### src/sarcc_pkg.sv
// Package of shared constants and types for the APPROX_REGISTER conversion control pair
package sarcc_pkg;
    // ------------------------------------------------------------------
    // Widths and timing
    // ------------------------------------------------------------------
    localparam int RES_BITS = 8;
    localparam logic [7:0] FULL_SCALE = 8'hff;
    localparam int CLK_NS = 50;
    // Conversion clock divider: sys_clk cycles per conversion-clock period
    localparam logic [7:0] CONV_DIV = 8'h04;
    // Internal phase clock runs at one eighth of the conversion clock
    localparam logic [2:0] PHASE_DIV = 3'h7;
    // Eight comparisons of eight conversion clocks each
    localparam int CMP_CLKS = 8;
    localparam int CONV_CLKS = 64;
    // Done flag cannot be cleared by a read for this many conversion clocks
    localparam logic [3:0] DONE_HOLD = 4'h8;
    // Host read guard after done
    localparam logic [3:0] READ_GUARD = 4'h8;
    // Free-running done pulse width
    localparam int DONE_PULSE_NS = 300;
    localparam logic [3:0] DONE_PULSE_CYC = 4'((DONE_PULSE_NS + CLK_NS - 1) / CLK_NS);
    // Host state encodings
    typedef enum logic [2:0] {
        SARCC_HS_IDLE = 3'b001,
        SARCC_HS_START = 3'b010,
        SARCC_HS_READ = 3'b100
    } sarcc_hstate_type;
endpackage : sarcc_pkg

### src/sarcc_if.sv
// Interface joining the converter control and its host
`timescale 1ns/1ps
interface sarcc_if;
    logic cs_n;
    logic start_n;
    logic rd_n;
    logic done_flag_n;
    logic [7:0] data_o;
    logic [7:0] data_oe_n;
    modport dev (input cs_n, input start_n, input rd_n, output done_flag_n,
        output data_o, output data_oe_n);
    modport host (output cs_n, output start_n, output rd_n, input done_flag_n,
        input data_o, input data_oe_n);
endinterface : sarcc_if

### src/sarcc_device.sv
// Converter end: start logic, successive approximation sequencer, latch and done flag
// Functional notes
// - Select and start low set start flop
// - Start flop clears shifter, done; loads one
// - Start falling edge clears approximation and shifter
// - Held start keeps converter in reset
// - Phase pulse with strobes released starts conversion
// - Phase pulse under held start does nothing
// - Start one to eight clocks after release
// - MSB first, eight comparisons, 64 clocks
// - Straight binary result, all ones full scale
// - Latch result first, then assert done
// - Latch updates one clock before done
// - New start aborts running conversion
// - Free run: select low, done fed back
// - Host pulses start once after power-up
// - Host reads eight clocks after done
// - Select and read low clear done, enable data
// - Read cannot clear done for eight clocks after set
// - Free-run fed back done restarts, short pulse
`timescale 1ns/1ps
module sarcc_device #(
    parameter logic [7:0] CONV_DIV = sarcc_pkg::CONV_DIV
) (
    input wire logic sys_clk_in,
    input wire logic resetn_in,
    sarcc_if.dev bus,
    input wire logic cmp_above_in,
    output logic [7:0] trial_code_out,
    output logic busy_out
);
    // ------------------------------------------------------------------
    // Pin synchronisers: three flops, change taken when stages two and three agree
    // ------------------------------------------------------------------
    logic [2:0] cs_s_r, wr_s_r, rd_s_r;
    logic cs_n_r, start_n_r, rd_n_r;
    always_ff @(posedge sys_clk_in or negedge resetn_in) begin
        if (!resetn_in) begin
            cs_s_r <= 3'h7;
            wr_s_r <= 3'h7;
            rd_s_r <= 3'h7;
        end else begin
            cs_s_r <= {cs_s_r[1:0], bus.cs_n};
            wr_s_r <= {wr_s_r[1:0], bus.start_n};
            rd_s_r <= {rd_s_r[1:0], bus.rd_n};
        end
    end
    // Filtered levels only move when the two later stages agree
    always_ff @(posedge sys_clk_in or negedge resetn_in) begin
        if (!resetn_in) begin
            cs_n_r <= 1'b1;
            start_n_r <= 1'b1;
            rd_n_r <= 1'b1;
        end else begin
            if (cs_s_r[1] == cs_s_r[2]) cs_n_r <= cs_s_r[2];
            if (wr_s_r[1] == wr_s_r[2]) start_n_r <= wr_s_r[2];
            if (rd_s_r[1] == rd_s_r[2]) rd_n_r <= rd_s_r[2];
        end
    end
    logic set_req, start_fall, read_sel, start_n_d_r;
    assign set_req = !cs_n_r && !start_n_r;
    assign read_sel = !cs_n_r && !rd_n_r;
    assign start_fall = start_n_d_r && !start_n_r;
    always_ff @(posedge sys_clk_in or negedge resetn_in) begin
        if (!resetn_in) start_n_d_r <= 1'b1;
        else start_n_d_r <= start_n_r;
    end

    // ------------------------------------------------------------------
    // Conversion clock and internal phase clock enables
    // ------------------------------------------------------------------
    logic [7:0] div_r;
    logic [2:0] phase_r;
    logic conv_tick, phase_tick;
    assign conv_tick = (div_r == CONV_DIV - 8'h01);
    assign phase_tick = conv_tick && (phase_r == sarcc_pkg::PHASE_DIV);
    // Phase counter free runs, so start lands 1 to 8 conversion clocks late
    always_ff @(posedge sys_clk_in or negedge resetn_in) begin
        if (!resetn_in) begin
            div_r <= 8'h00;
            phase_r <= 3'h0;
        end else if (conv_tick) begin
            div_r <= 8'h00;
            phase_r <= phase_r + 3'h1;
        end else begin
            div_r <= div_r + 8'h01;
        end
    end

    // ------------------------------------------------------------------
    // Start flop and head stage flop
    // ------------------------------------------------------------------
    logic start_ff_r, head_stage_flop_r, start_clear_gate;
    // Gate: head flop output with phase pulse clears the start flop
    assign start_clear_gate = head_stage_flop_r && phase_tick;
    always_ff @(posedge sys_clk_in or negedge resetn_in) begin
        if (!resetn_in) start_ff_r <= 1'b0;
        else if (set_req) start_ff_r <= 1'b1;
        else if (start_clear_gate) start_ff_r <= 1'b0;
    end
    // Set dominates clear, so a held start keeps the reset state
    always_ff @(posedge sys_clk_in or negedge resetn_in) begin
        if (!resetn_in) head_stage_flop_r <= 1'b0;
        else if (!start_ff_r) head_stage_flop_r <= 1'b0;
        else if (phase_tick) head_stage_flop_r <= 1'b1;
    end

    // ------------------------------------------------------------------
    // Sequencing shift register and approximation register
    // ------------------------------------------------------------------
    logic [8:0] seq_r;
    logic [7:0] approx_register_r;
    logic [7:0] result_r;
    logic done_set;
    logic head_q_pend_r;
    // The token walks one stage per phase tick; nine stages so the last
    // stage marks the latch transfer after the eighth comparison
    always_ff @(posedge sys_clk_in or negedge resetn_in) begin
        if (!resetn_in) begin
            seq_r <= 9'h000;
            approx_register_r <= 8'h00;
        end else if (start_ff_r || start_fall) begin
            seq_r <= 9'h000;
            if (start_fall) approx_register_r <= 8'h00;
        end else if (phase_tick) begin
            seq_r <= {seq_r[7:0], 1'b0};
            if (!head_stage_flop_r && seq_r == 9'h000 && start_clear_gate == 1'b0
                && head_q_pend_r) begin
                seq_r <= 9'h001;
                approx_register_r <= 8'h80;
            end
            // Each of the first seven stages resolves one bit and trials the next lower one
            for (int i = 0; i < 7; i++) begin
                if (seq_r[i]) begin
                    approx_register_r[7 - i] <= cmp_above_in;
                    approx_register_r[6 - i] <= 1'b1;
                end
            end
            // Eighth stage decides the LSB and has no lower bit to trial
            if (seq_r[7]) approx_register_r[0] <= cmp_above_in;
        end
    end
    // Remembers that the start flop was just released with the head flop set
    always_ff @(posedge sys_clk_in or negedge resetn_in) begin
        if (!resetn_in) head_q_pend_r <= 1'b0;
        else if (start_ff_r && start_clear_gate && !set_req) head_q_pend_r <= 1'b1;
        else if (start_ff_r || phase_tick) head_q_pend_r <= 1'b0;
    end

    // ------------------------------------------------------------------
    // Output latch and done flag
    // ------------------------------------------------------------------
    logic latched_r;
    logic [3:0] hold_r;
    logic done_r;
    // Latch on the last stage; done follows one conversion clock later
    always_ff @(posedge sys_clk_in or negedge resetn_in) begin
        if (!resetn_in) begin
            result_r <= 8'h00;
            latched_r <= 1'b0;
        end else if (phase_tick && seq_r[8]) begin
            result_r <= approx_register_r;
            latched_r <= 1'b1;
        end else if (conv_tick || start_ff_r) begin
            latched_r <= 1'b0;
        end
    end
    assign done_set = latched_r && conv_tick && !start_ff_r;
    // Set wins over a read clear; a read cannot clear done for eight conversion clocks after set
    always_ff @(posedge sys_clk_in or negedge resetn_in) begin
        if (!resetn_in) begin
            done_r <= 1'b0;
            hold_r <= 4'h0;
        end else if (done_set) begin
            done_r <= 1'b1;
            hold_r <= sarcc_pkg::DONE_HOLD;
        end else begin
            if (hold_r != 4'h0 && conv_tick) hold_r <= hold_r - 4'h1;
            if (start_ff_r) begin
                done_r <= 1'b0;
                hold_r <= 4'h0;
            end else if (read_sel && hold_r == 4'h0) begin
                done_r <= 1'b0;
            end
        end
    end

    // ------------------------------------------------------------------
    // Registered pin drivers
    // ------------------------------------------------------------------
    always_ff @(posedge sys_clk_in or negedge resetn_in) begin
        if (!resetn_in) begin
            bus.done_flag_n <= 1'b1;
            bus.data_o <= 8'h00;
            bus.data_oe_n <= 8'hff;
            trial_code_out <= 8'h00;
            busy_out <= 1'b0;
        end else begin
            bus.done_flag_n <= !done_r;
            bus.data_o <= result_r;
            bus.data_oe_n <= read_sel ? 8'h00 : 8'hff;
            trial_code_out <= approx_register_r;
            busy_out <= start_ff_r || (seq_r != 9'h000) || head_q_pend_r;
        end
    end
endmodule : sarcc_device

### src/flat_wrapper.sv
// flat-port wrapper written by rule: the top's interface ports become plain ports
module sarcc_device_flat 
#(
    parameter logic [7:0] CONV_DIV = sarcc_pkg::CONV_DIV
)
  (sys_clk_in, resetn_in, cmp_above_in, trial_code_out, busy_out, bus_cs_n, bus_start_n, bus_rd_n, bus_done_flag_n, bus_data_o, bus_data_oe_n);
  sarcc_if bus_i ();
  input wire logic sys_clk_in;
  input wire logic resetn_in;
  input wire logic cmp_above_in;
  output logic [7:0] trial_code_out;
  output logic busy_out;
  input wire logic [$bits(bus_i.cs_n)-1:0] bus_cs_n;
  input wire logic [$bits(bus_i.start_n)-1:0] bus_start_n;
  input wire logic [$bits(bus_i.rd_n)-1:0] bus_rd_n;
  output wire logic [$bits(bus_i.done_flag_n)-1:0] bus_done_flag_n;
  output wire logic [$bits(bus_i.data_o)-1:0] bus_data_o;
  output wire logic [$bits(bus_i.data_oe_n)-1:0] bus_data_oe_n;
  assign bus_i.cs_n = bus_cs_n;
  assign bus_i.start_n = bus_start_n;
  assign bus_i.rd_n = bus_rd_n;
  assign bus_done_flag_n = bus_i.done_flag_n;
  assign bus_data_o = bus_i.data_o;
  assign bus_data_oe_n = bus_i.data_oe_n;
  sarcc_device #(.CONV_DIV(CONV_DIV)) u_core (.sys_clk_in(sys_clk_in), .resetn_in(resetn_in), .bus(bus_i), .cmp_above_in(cmp_above_in), .trial_code_out(trial_code_out), .busy_out(busy_out));
endmodule
### config.mk
export PLATFORM = sky130hd
export DESIGN_NAME = sarcc_device_flat
export DESIGN_NICKNAME = d
export VERILOG_FILES = /design/src/sarcc_pkg.sv /design/src/sarcc_if.sv /design/src/sarcc_device.sv /design/src/flat_wrapper.sv
export SDC_FILE = /design/constraint.sdc
export NUM_CORES = 1
export LEC_CHECK = 0
export BUFFER_PORTS_ARGS = -buffer_cell sky130_fd_sc_hd__buf_2
export CAP_MARGIN = 10
export CORE_ASPECT_RATIO = 0.5
export CORE_MARGIN = 4
export CORE_UTILIZATION = 57
export DETAILED_ROUTE_END_ITERATION = 10
export PLACE_DENSITY = 0.78
export SLEW_MARGIN = 15
export SYNTH_ARGS = -nofsm -noshare
export SYNTH_HDL_FRONTEND = slang
export SYNTH_SLANG_ARGS = --single-unit
### constraint.sdc
create_clock -name sys_clk_in -period 2.7 [get_ports sys_clk_in]
set_clock_uncertainty 0.2 [all_clocks]
set_input_delay 0.405 -clock sys_clk_in [delete_from_list [all_inputs] [get_ports sys_clk_in]]
set_output_delay 0.405 -clock sys_clk_in [all_outputs]
set_load 0.01 [all_outputs]
=== After elaboration in Yosys (flattened, before gate mapping) ===
Cells that the tools add are included.

* Add/subtract/negate cells: 3
* $mul: 0
* Divide/modulo/power cells: 0
* $lt $le $gt $ge: 0
* Equality and inequality tests: 7
* Shifts and indexed selects: 0
* Muxes and demuxes: 33
* Bitwise logic cells: 1
* Reductions and logical operators: 53

{| class="wikitable"
|+ Operators by type and width
! kind !! count
|-
| two-way mux 8 bit || 6
|-
| nonzero test 4 bit || 8
|-
| two-way mux 9 bit || 3
|-
| AND reduction 3 bit || 8
|-
| two-way mux 2 bit || 9
|-
| logical AND 1 bit || 15
|-
| two-way mux 1 bit || 12
|-
| two-way mux 4 bit || 3
|-
| logical NOT 9 bit || 1
|-
| nonzero test 3 bit || 3
|-
| nonzero test 9 bit || 1
|-
| adder 8 x 1 -> 8 bit (second input constant) || 1
|-
| == test 8 x 2 -> 1 bit (second input constant) || 1
|-
| nonzero test 2 bit || 4
|-
| logical NOT 1 bit || 7
|-
| logical OR 1 bit || 5
|-
| logical NOT 4 bit || 1
|-
| != test 2 x 1 -> 1 bit (second input constant) || 2
|-
| subtractor 4 x 1 -> 4 bit (second input constant) || 1
|-
| adder 3 x 1 -> 3 bit (second input constant) || 1
|-
| == test 1 bit || 3
|-
| == test 3 bit (second input constant) || 1
|-
| NOT 1 bit || 1
|}

* Bits in registers: 84
* Latch bits: 0
* RAM bits: 0
* Bits in read-only memories: 0
* Bits of input ports: 6
* Output and inout port bits: 26
* Memories: 0

=== Depth between registers and ports, before layout ===
* Depth after elaboration: 19
* Gate-level depth with buffers: 6

=== Worst setup path after synthesis ===
No wires, ideal clock.

* Path type: register to register
* Start point: register u_core.div_r[0]
* End point: register u_core.hold_r[1]
* Data arrival time: 1.629 ns
* Slack: 0.793 ns
* Cell stages (with the launch flop): 6
* Path buffers: 0
* Period minus slack after synthesis: 1.907 ns
* Cell sequence: dfrtp_1 > ha_1 > nor3b_4 > nand2_4 > or4_1 > a21oi_1

* Cells in the longest elaborated chain, start to end: 4
* Elaborated cells between the ends (all ways): 6
* Those cells by class: eq/ne (1); mux (1); reduce/logical (4)

{| class="wikitable"
|+ RTL lines
! item !! RTL line !! source
|-
| start: declaration || sarcc_device.sv:72 || <nowiki>logic [7:0] div_r;</nowiki>
|-
| start signal: assignment || sarcc_device.sv:86 || <nowiki>div_r <= div_r + 8'h01;</nowiki>
|-
| == test 8 x 2 -> 1 bit * || sarcc_device.sv:75 || <nowiki>assign conv_tick = (div_r == CONV_DIV - 8'h01);</nowiki>
|-
| logical AND 1 bit (2 in series) || sarcc_device.sv:168 || <nowiki>assign done_set = latched_r && conv_tick && !start_ff_r;</nowiki>
|-
| nonzero test 3 bit (no source line) or two-way mux 4 bit (tied branches) || - ||
|-
| end signal: assignment || sarcc_device.sv:176 || <nowiki>hold_r <= sarcc_pkg::DONE_HOLD;</nowiki>
|-
| end signal: assignment || sarcc_device.sv:178 || <nowiki>if (hold_r != 4'h0 && conv_tick) hold_r <= hold_r - 4'h1;</nowiki>
|-
| end: declaration || sarcc_device.sv:154 || <nowiki>logic [3:0] hold_r;</nowiki>
|}

Every way passes the cells marked *; elsewhere a longest branch is shown, timed or not.
A chain may end at the register's enable or synchronous reset.

=== Worst setup path after layout ===
* Start point: register u_core.div_r[0]
* End point: register u_core.seq_r[0]

* Cells in the longest elaborated chain, start to end: 9
* Elaborated cells between the ends (all ways): 10
* Those cells by class: eq/ne (1); mux (3); bitwise (1); reduce/logical (5)

{| class="wikitable"
|+ RTL lines
! item !! RTL line !! source
|-
| == test 8 x 2 -> 1 bit * || sarcc_device.sv:75 ||
|-
| logical AND 1 bit * || sarcc_device.sv:76 || <nowiki>assign phase_tick = conv_tick && (phase_r == sarcc_pkg::PHASE_DIV);</nowiki>
|-
| logical AND 1 bit || sarcc_device.sv:95 || <nowiki>assign start_clear_gate = head_stage_flop_r && phase_tick;</nowiki>
|-
| NOT 1 bit || sarcc_device.sv:127 || <nowiki>if (!head_stage_flop_r && seq_r == 9'h000 && start_clear_gate == 1'b0</nowiki>
|-
| logical AND 1 bit || sarcc_device.sv:127 ||
|-
| logical AND 1 bit || sarcc_device.sv:128 || <nowiki>&& head_q_pend_r) begin</nowiki>
|-
| two-way mux 9 bit || sarcc_device.sv:127 ||
|-
| two-way mux 9 bit || sarcc_device.sv:125 || <nowiki>end else if (phase_tick) begin</nowiki>
|-
| two-way mux 9 bit || sarcc_device.sv:122 || <nowiki>end else if (start_ff_r || start_fall) begin</nowiki>
|-
| end signal: assignment || sarcc_device.sv:126 || <nowiki>seq_r <= {seq_r[7:0], 1'b0};</nowiki>
|-
| end: declaration || sarcc_device.sv:111 || <nowiki>logic [8:0] seq_r;</nowiki>
|}

Every way passes the cells marked *; elsewhere a longest branch is shown, timed or not. The select of a mux whose other input is x is not followed.

==> results.cfg <==
[status]
status = finished clean

[finish]
drive_gt1_share_pct = 27.5
nets = 297
syn_to_final_growth_pct = 13.5
n_antenna_cell = 0

[power]
switching_share_pct = 21.4
power.internal_mw = 1.66
irDropWorstVdd_mv = 0.390
power_density_mw_per_mm2 = 604
leakagePower_nw = 1.56
switchingPower_mw = 0.451
clockPowerShare_pct = 40.2
comb_power_share_pct = 3.4
p_seq_share_pct = 56.4

[clock_tree]
cts_tree = yes
clk_pin_slew_ns = 0.07
clockBufferDepth = 2
clk_latency_ns = 0.34
cts.htree.levels = 3
clkSinkCount = 77
cts_buffers = 9
cts_root_buf = clkbuf_8

[die]
die_w_um = 112
dieArea_mm2 = 0.00670
core_mm2 = 0.00507
io_pins = 32
die_h_um = 59.9
std_cell_rows = 18
start_util_pct = 60.7

[critical_path]
crit_required_ns = 2.77
worstPathArrival_ns = 2.26
cp_top_family = simple AND/OR/NAND/NOR gates
setup.worst_path.class = flip-flop to flip-flop
crit_fanout = 11
crit_slowest_cell = dfrtp_1
critical-path-max-stage-delay_ns = 0.41
path_cells = ha_1, nor3b_4, nand3_1, or2_2, a21oi_1
critical_path_buf_inv_count = 0
cp-start-kind = flip-flop
crit_path_end_kind = flip-flop

[detailed_routing]
vias = 1948
first_pass_iters = 4
ant_nets = 0
drc_errors = 0
wire_per_inst_um = 15.1
vias_per_cell = 5.40
drt_iter0_markers = 169
wirelength_mm = 5.46

[global_route]
grt_pass1_vias = 1966
overflow = 0
grt_first_pass_wirelength_mm = 9.36
antenna_found_initial = 0
grt_max_degree = 78
gr-usage-all-layers_pct = 18.5

[logic_synthesis]
synth_area_mm2 = 0.00307
synth_seq_cells = 77
synthCells = 255
syn_nets = 266
postSynthAreaPerCell_um2 = 12.1
synth_seq_area_share_pct = 63.3
ys_warn_count = 0
yosysUniqueCellTypes = 43
synth_edf_count = 0
synth_ff_type = dfrtp_1
ys_async_sr_fraction_pct = 100

[timing]
hold_violations = 0
finalSetupViolCount = 0
slew-limit-headroom_pct = 45.1
fmax_mhz = 458
slew_viol_final = 0
post-route-period-util_pct = 80.9
worstMarginPinSlew_ns = 0.813
finalSetupTns_ns = 0
rsz0062_at_grt = false
worst_slack_ns = 0.515
fin_crit_ns = 2.18

[placed_design]
dp_hpwl_mm = 3.61
gp_congestion = 0.843
pre_cts_ws_ns = 0.539
port_buffers = 31

[min_path]
holdCritPathClass = flip-flop to flip-flop

[run]
drv_cap = 0
-- layer usage --
metal / routed length, um / share of wire, % / up-vias / GRT usage [%]
met1: 2500 / 46 / 953 / 22.4
met5: 0 / 0 / - / 0
met4: 96 / 1.8 / 0 / 10.1
met3: 287 / 5.3 / 10 / 6.07
li1: - / - / 934 / -
met2: 2570 / 47 / 51 / 30.3
-- sequential cells by signal (all words and copies together) (netlist names), 4 cells and up --
register and count:
u_core.seq_r 9, u_core.result_r 8, u_core.approx_register_r 8, u_core.div_r 8, u_core.bus.data_o 8, u_core.trial_code_out 8
u_core.hold_r 4
-- power by group through the flow --
stage	logic, mW	registers [mW]	clock network [mW]
CTS	0.0731	1.19	0.868
floorplan	0.0371	1.21	0
global route	0.0790	1.19	0.921
finish	0.0709	1.19	0.847
global placement	0.0660	1.21	0
detailed placement	0.0686	1.21	0
-- worst paths after layout --
kind / slack, ns / cells after the start / to / start
max reg2reg: 0.52 / 5 / u_core.seq_r[0]$_DFFE_PN0P_ / u_core.div_r[0]$_DFF_PN0_
max: 0.52 / 5 / u_core.seq_r[0]$_DFFE_PN0P_ / u_core.div_r[0]$_DFF_PN0_
min: 0.16 / 0 / u_core.wr_s_r[1]$_DFF_PN1_ / u_core.wr_s_r[0]$_DFF_PN1_
min in group asynchronous: 0.43 / 3 / u_core.phase_r[1]$_DFFE_PN0P_ / resetn_in
min reg2reg: 0.16 / 0 / u_core.wr_s_r[1]$_DFF_PN1_ / u_core.wr_s_r[0]$_DFF_PN1_
max in group asynchronous: 1.53 / 3 / u_core.wr_s_r[0]$_DFF_PN1_ / resetn_in
-- kinds of logic after synthesis --
kind of cell / Yosys count / share of synthesized area (%)
muxes: 15 / 5.21
and+or+nand+nor: 84 / 15.0
DFF: 77 / 63.3
adders and majority gates: 8 / 3.01
AOI/OAI and AO/OA: 36 / 7.12
xor gates and xnor gates: 7 / 1.99
buffers and inverters: 28 / 4.40
-- layout by cell type, fill, tap and decap left out, drive strengths merged, types with 4 or more instances in the layout --
cell / count
dfrtp: 62
buf: 34
nand2: 31
nor2: 17
a21oi: 15
dfstp: 15
clkbuf: 12
inv: 11
mux2: 8
xnor2: 7
mux2i: 7
nand3: 6
o22ai: 6
nand4: 6
nor4: 6
ha: 5
a31oi: 4
dlygate4sd3: 4
-- area by class of cell --
cell class / count / area, um2
repair buffers: 38 / 230
well taps: 70 / 87.6
clock inverters: 4 / 48.8
flip-flops and latches: 77 / 1950
fillers: 357 / 1580
multi-input cells: 150 / 993
inverters: 10 / 37.5
clock buffers: 12 / 145
-- synth_stat cells, drive strengths merged, types with 2 or more instances --
| cell type | number | area share [%] |
|---|---|---|
| xnor2 | 7 | 2.0 |
| mux2i | 7 | 2.3 |
| o21ai | 3 | 0.49 |
| nand4 | 6 | 1.4 |
| clkbuf | 6 | 0.73 |
| dfstp | 15 | 13 |
| nor2b | 2 | 0.41 |
| or2 | 3 | 0.61 |
| nor4 | 6 | 1.9 |
| maj3 | 3 | 0.98 |
| nand3 | 6 | 0.98 |
| nor2 | 17 | 2.1 |
| o22ai | 6 | 1.2 |
| nor3b | 2 | 0.85 |
| nor3 | 2 | 0.33 |
| o211ai | 3 | 0.73 |
| and3 | 3 | 0.61 |
| ha | 5 | 2.0 |
| mux2 | 8 | 2.9 |
| nand4b | 2 | 0.57 |
| a31oi | 4 | 0.81 |
| buf | 12 | 2.4 |
| dfrtp | 62 | 50 |
| a21oi | 15 | 2.4 |
| nand2 | 31 | 4.1 |
| inv | 10 | 1.2 |
-- what timing repair did --
item                                   4_1_cts  5_1_grt
hold buffers                                 4        0
buffers inserted                             0        0
gates resized for setup                      0        0
endpoints found under the hold margin       65        0
-- stage by stage --
| step | hold slack, ns | std cells | total power, mW | util [%] | instance area [um2] |
|---|---|---|---|---|---|
| 6_report | 0.160 | 361 | 2.11 | 68.8 | 3490 |
| 5_1_grt | 0.169 | 361 | 2.19 | 68.8 | 3490 |
| 4_1_cts | 0.162 | 361 | 2.13 | 68.8 | 3490 |
| 3_5_place_dp | 0.151 | 341 | 1.28 | 64.2 | 3250 |
| 3_3_place_gp | 0.146 | 341 | 1.27 | 64.2 | 3250 |
| 2_1_floorplan | -0.0906 | 255 | 1.25 | - | 3070 |
(Power assumes the default switching activity.)
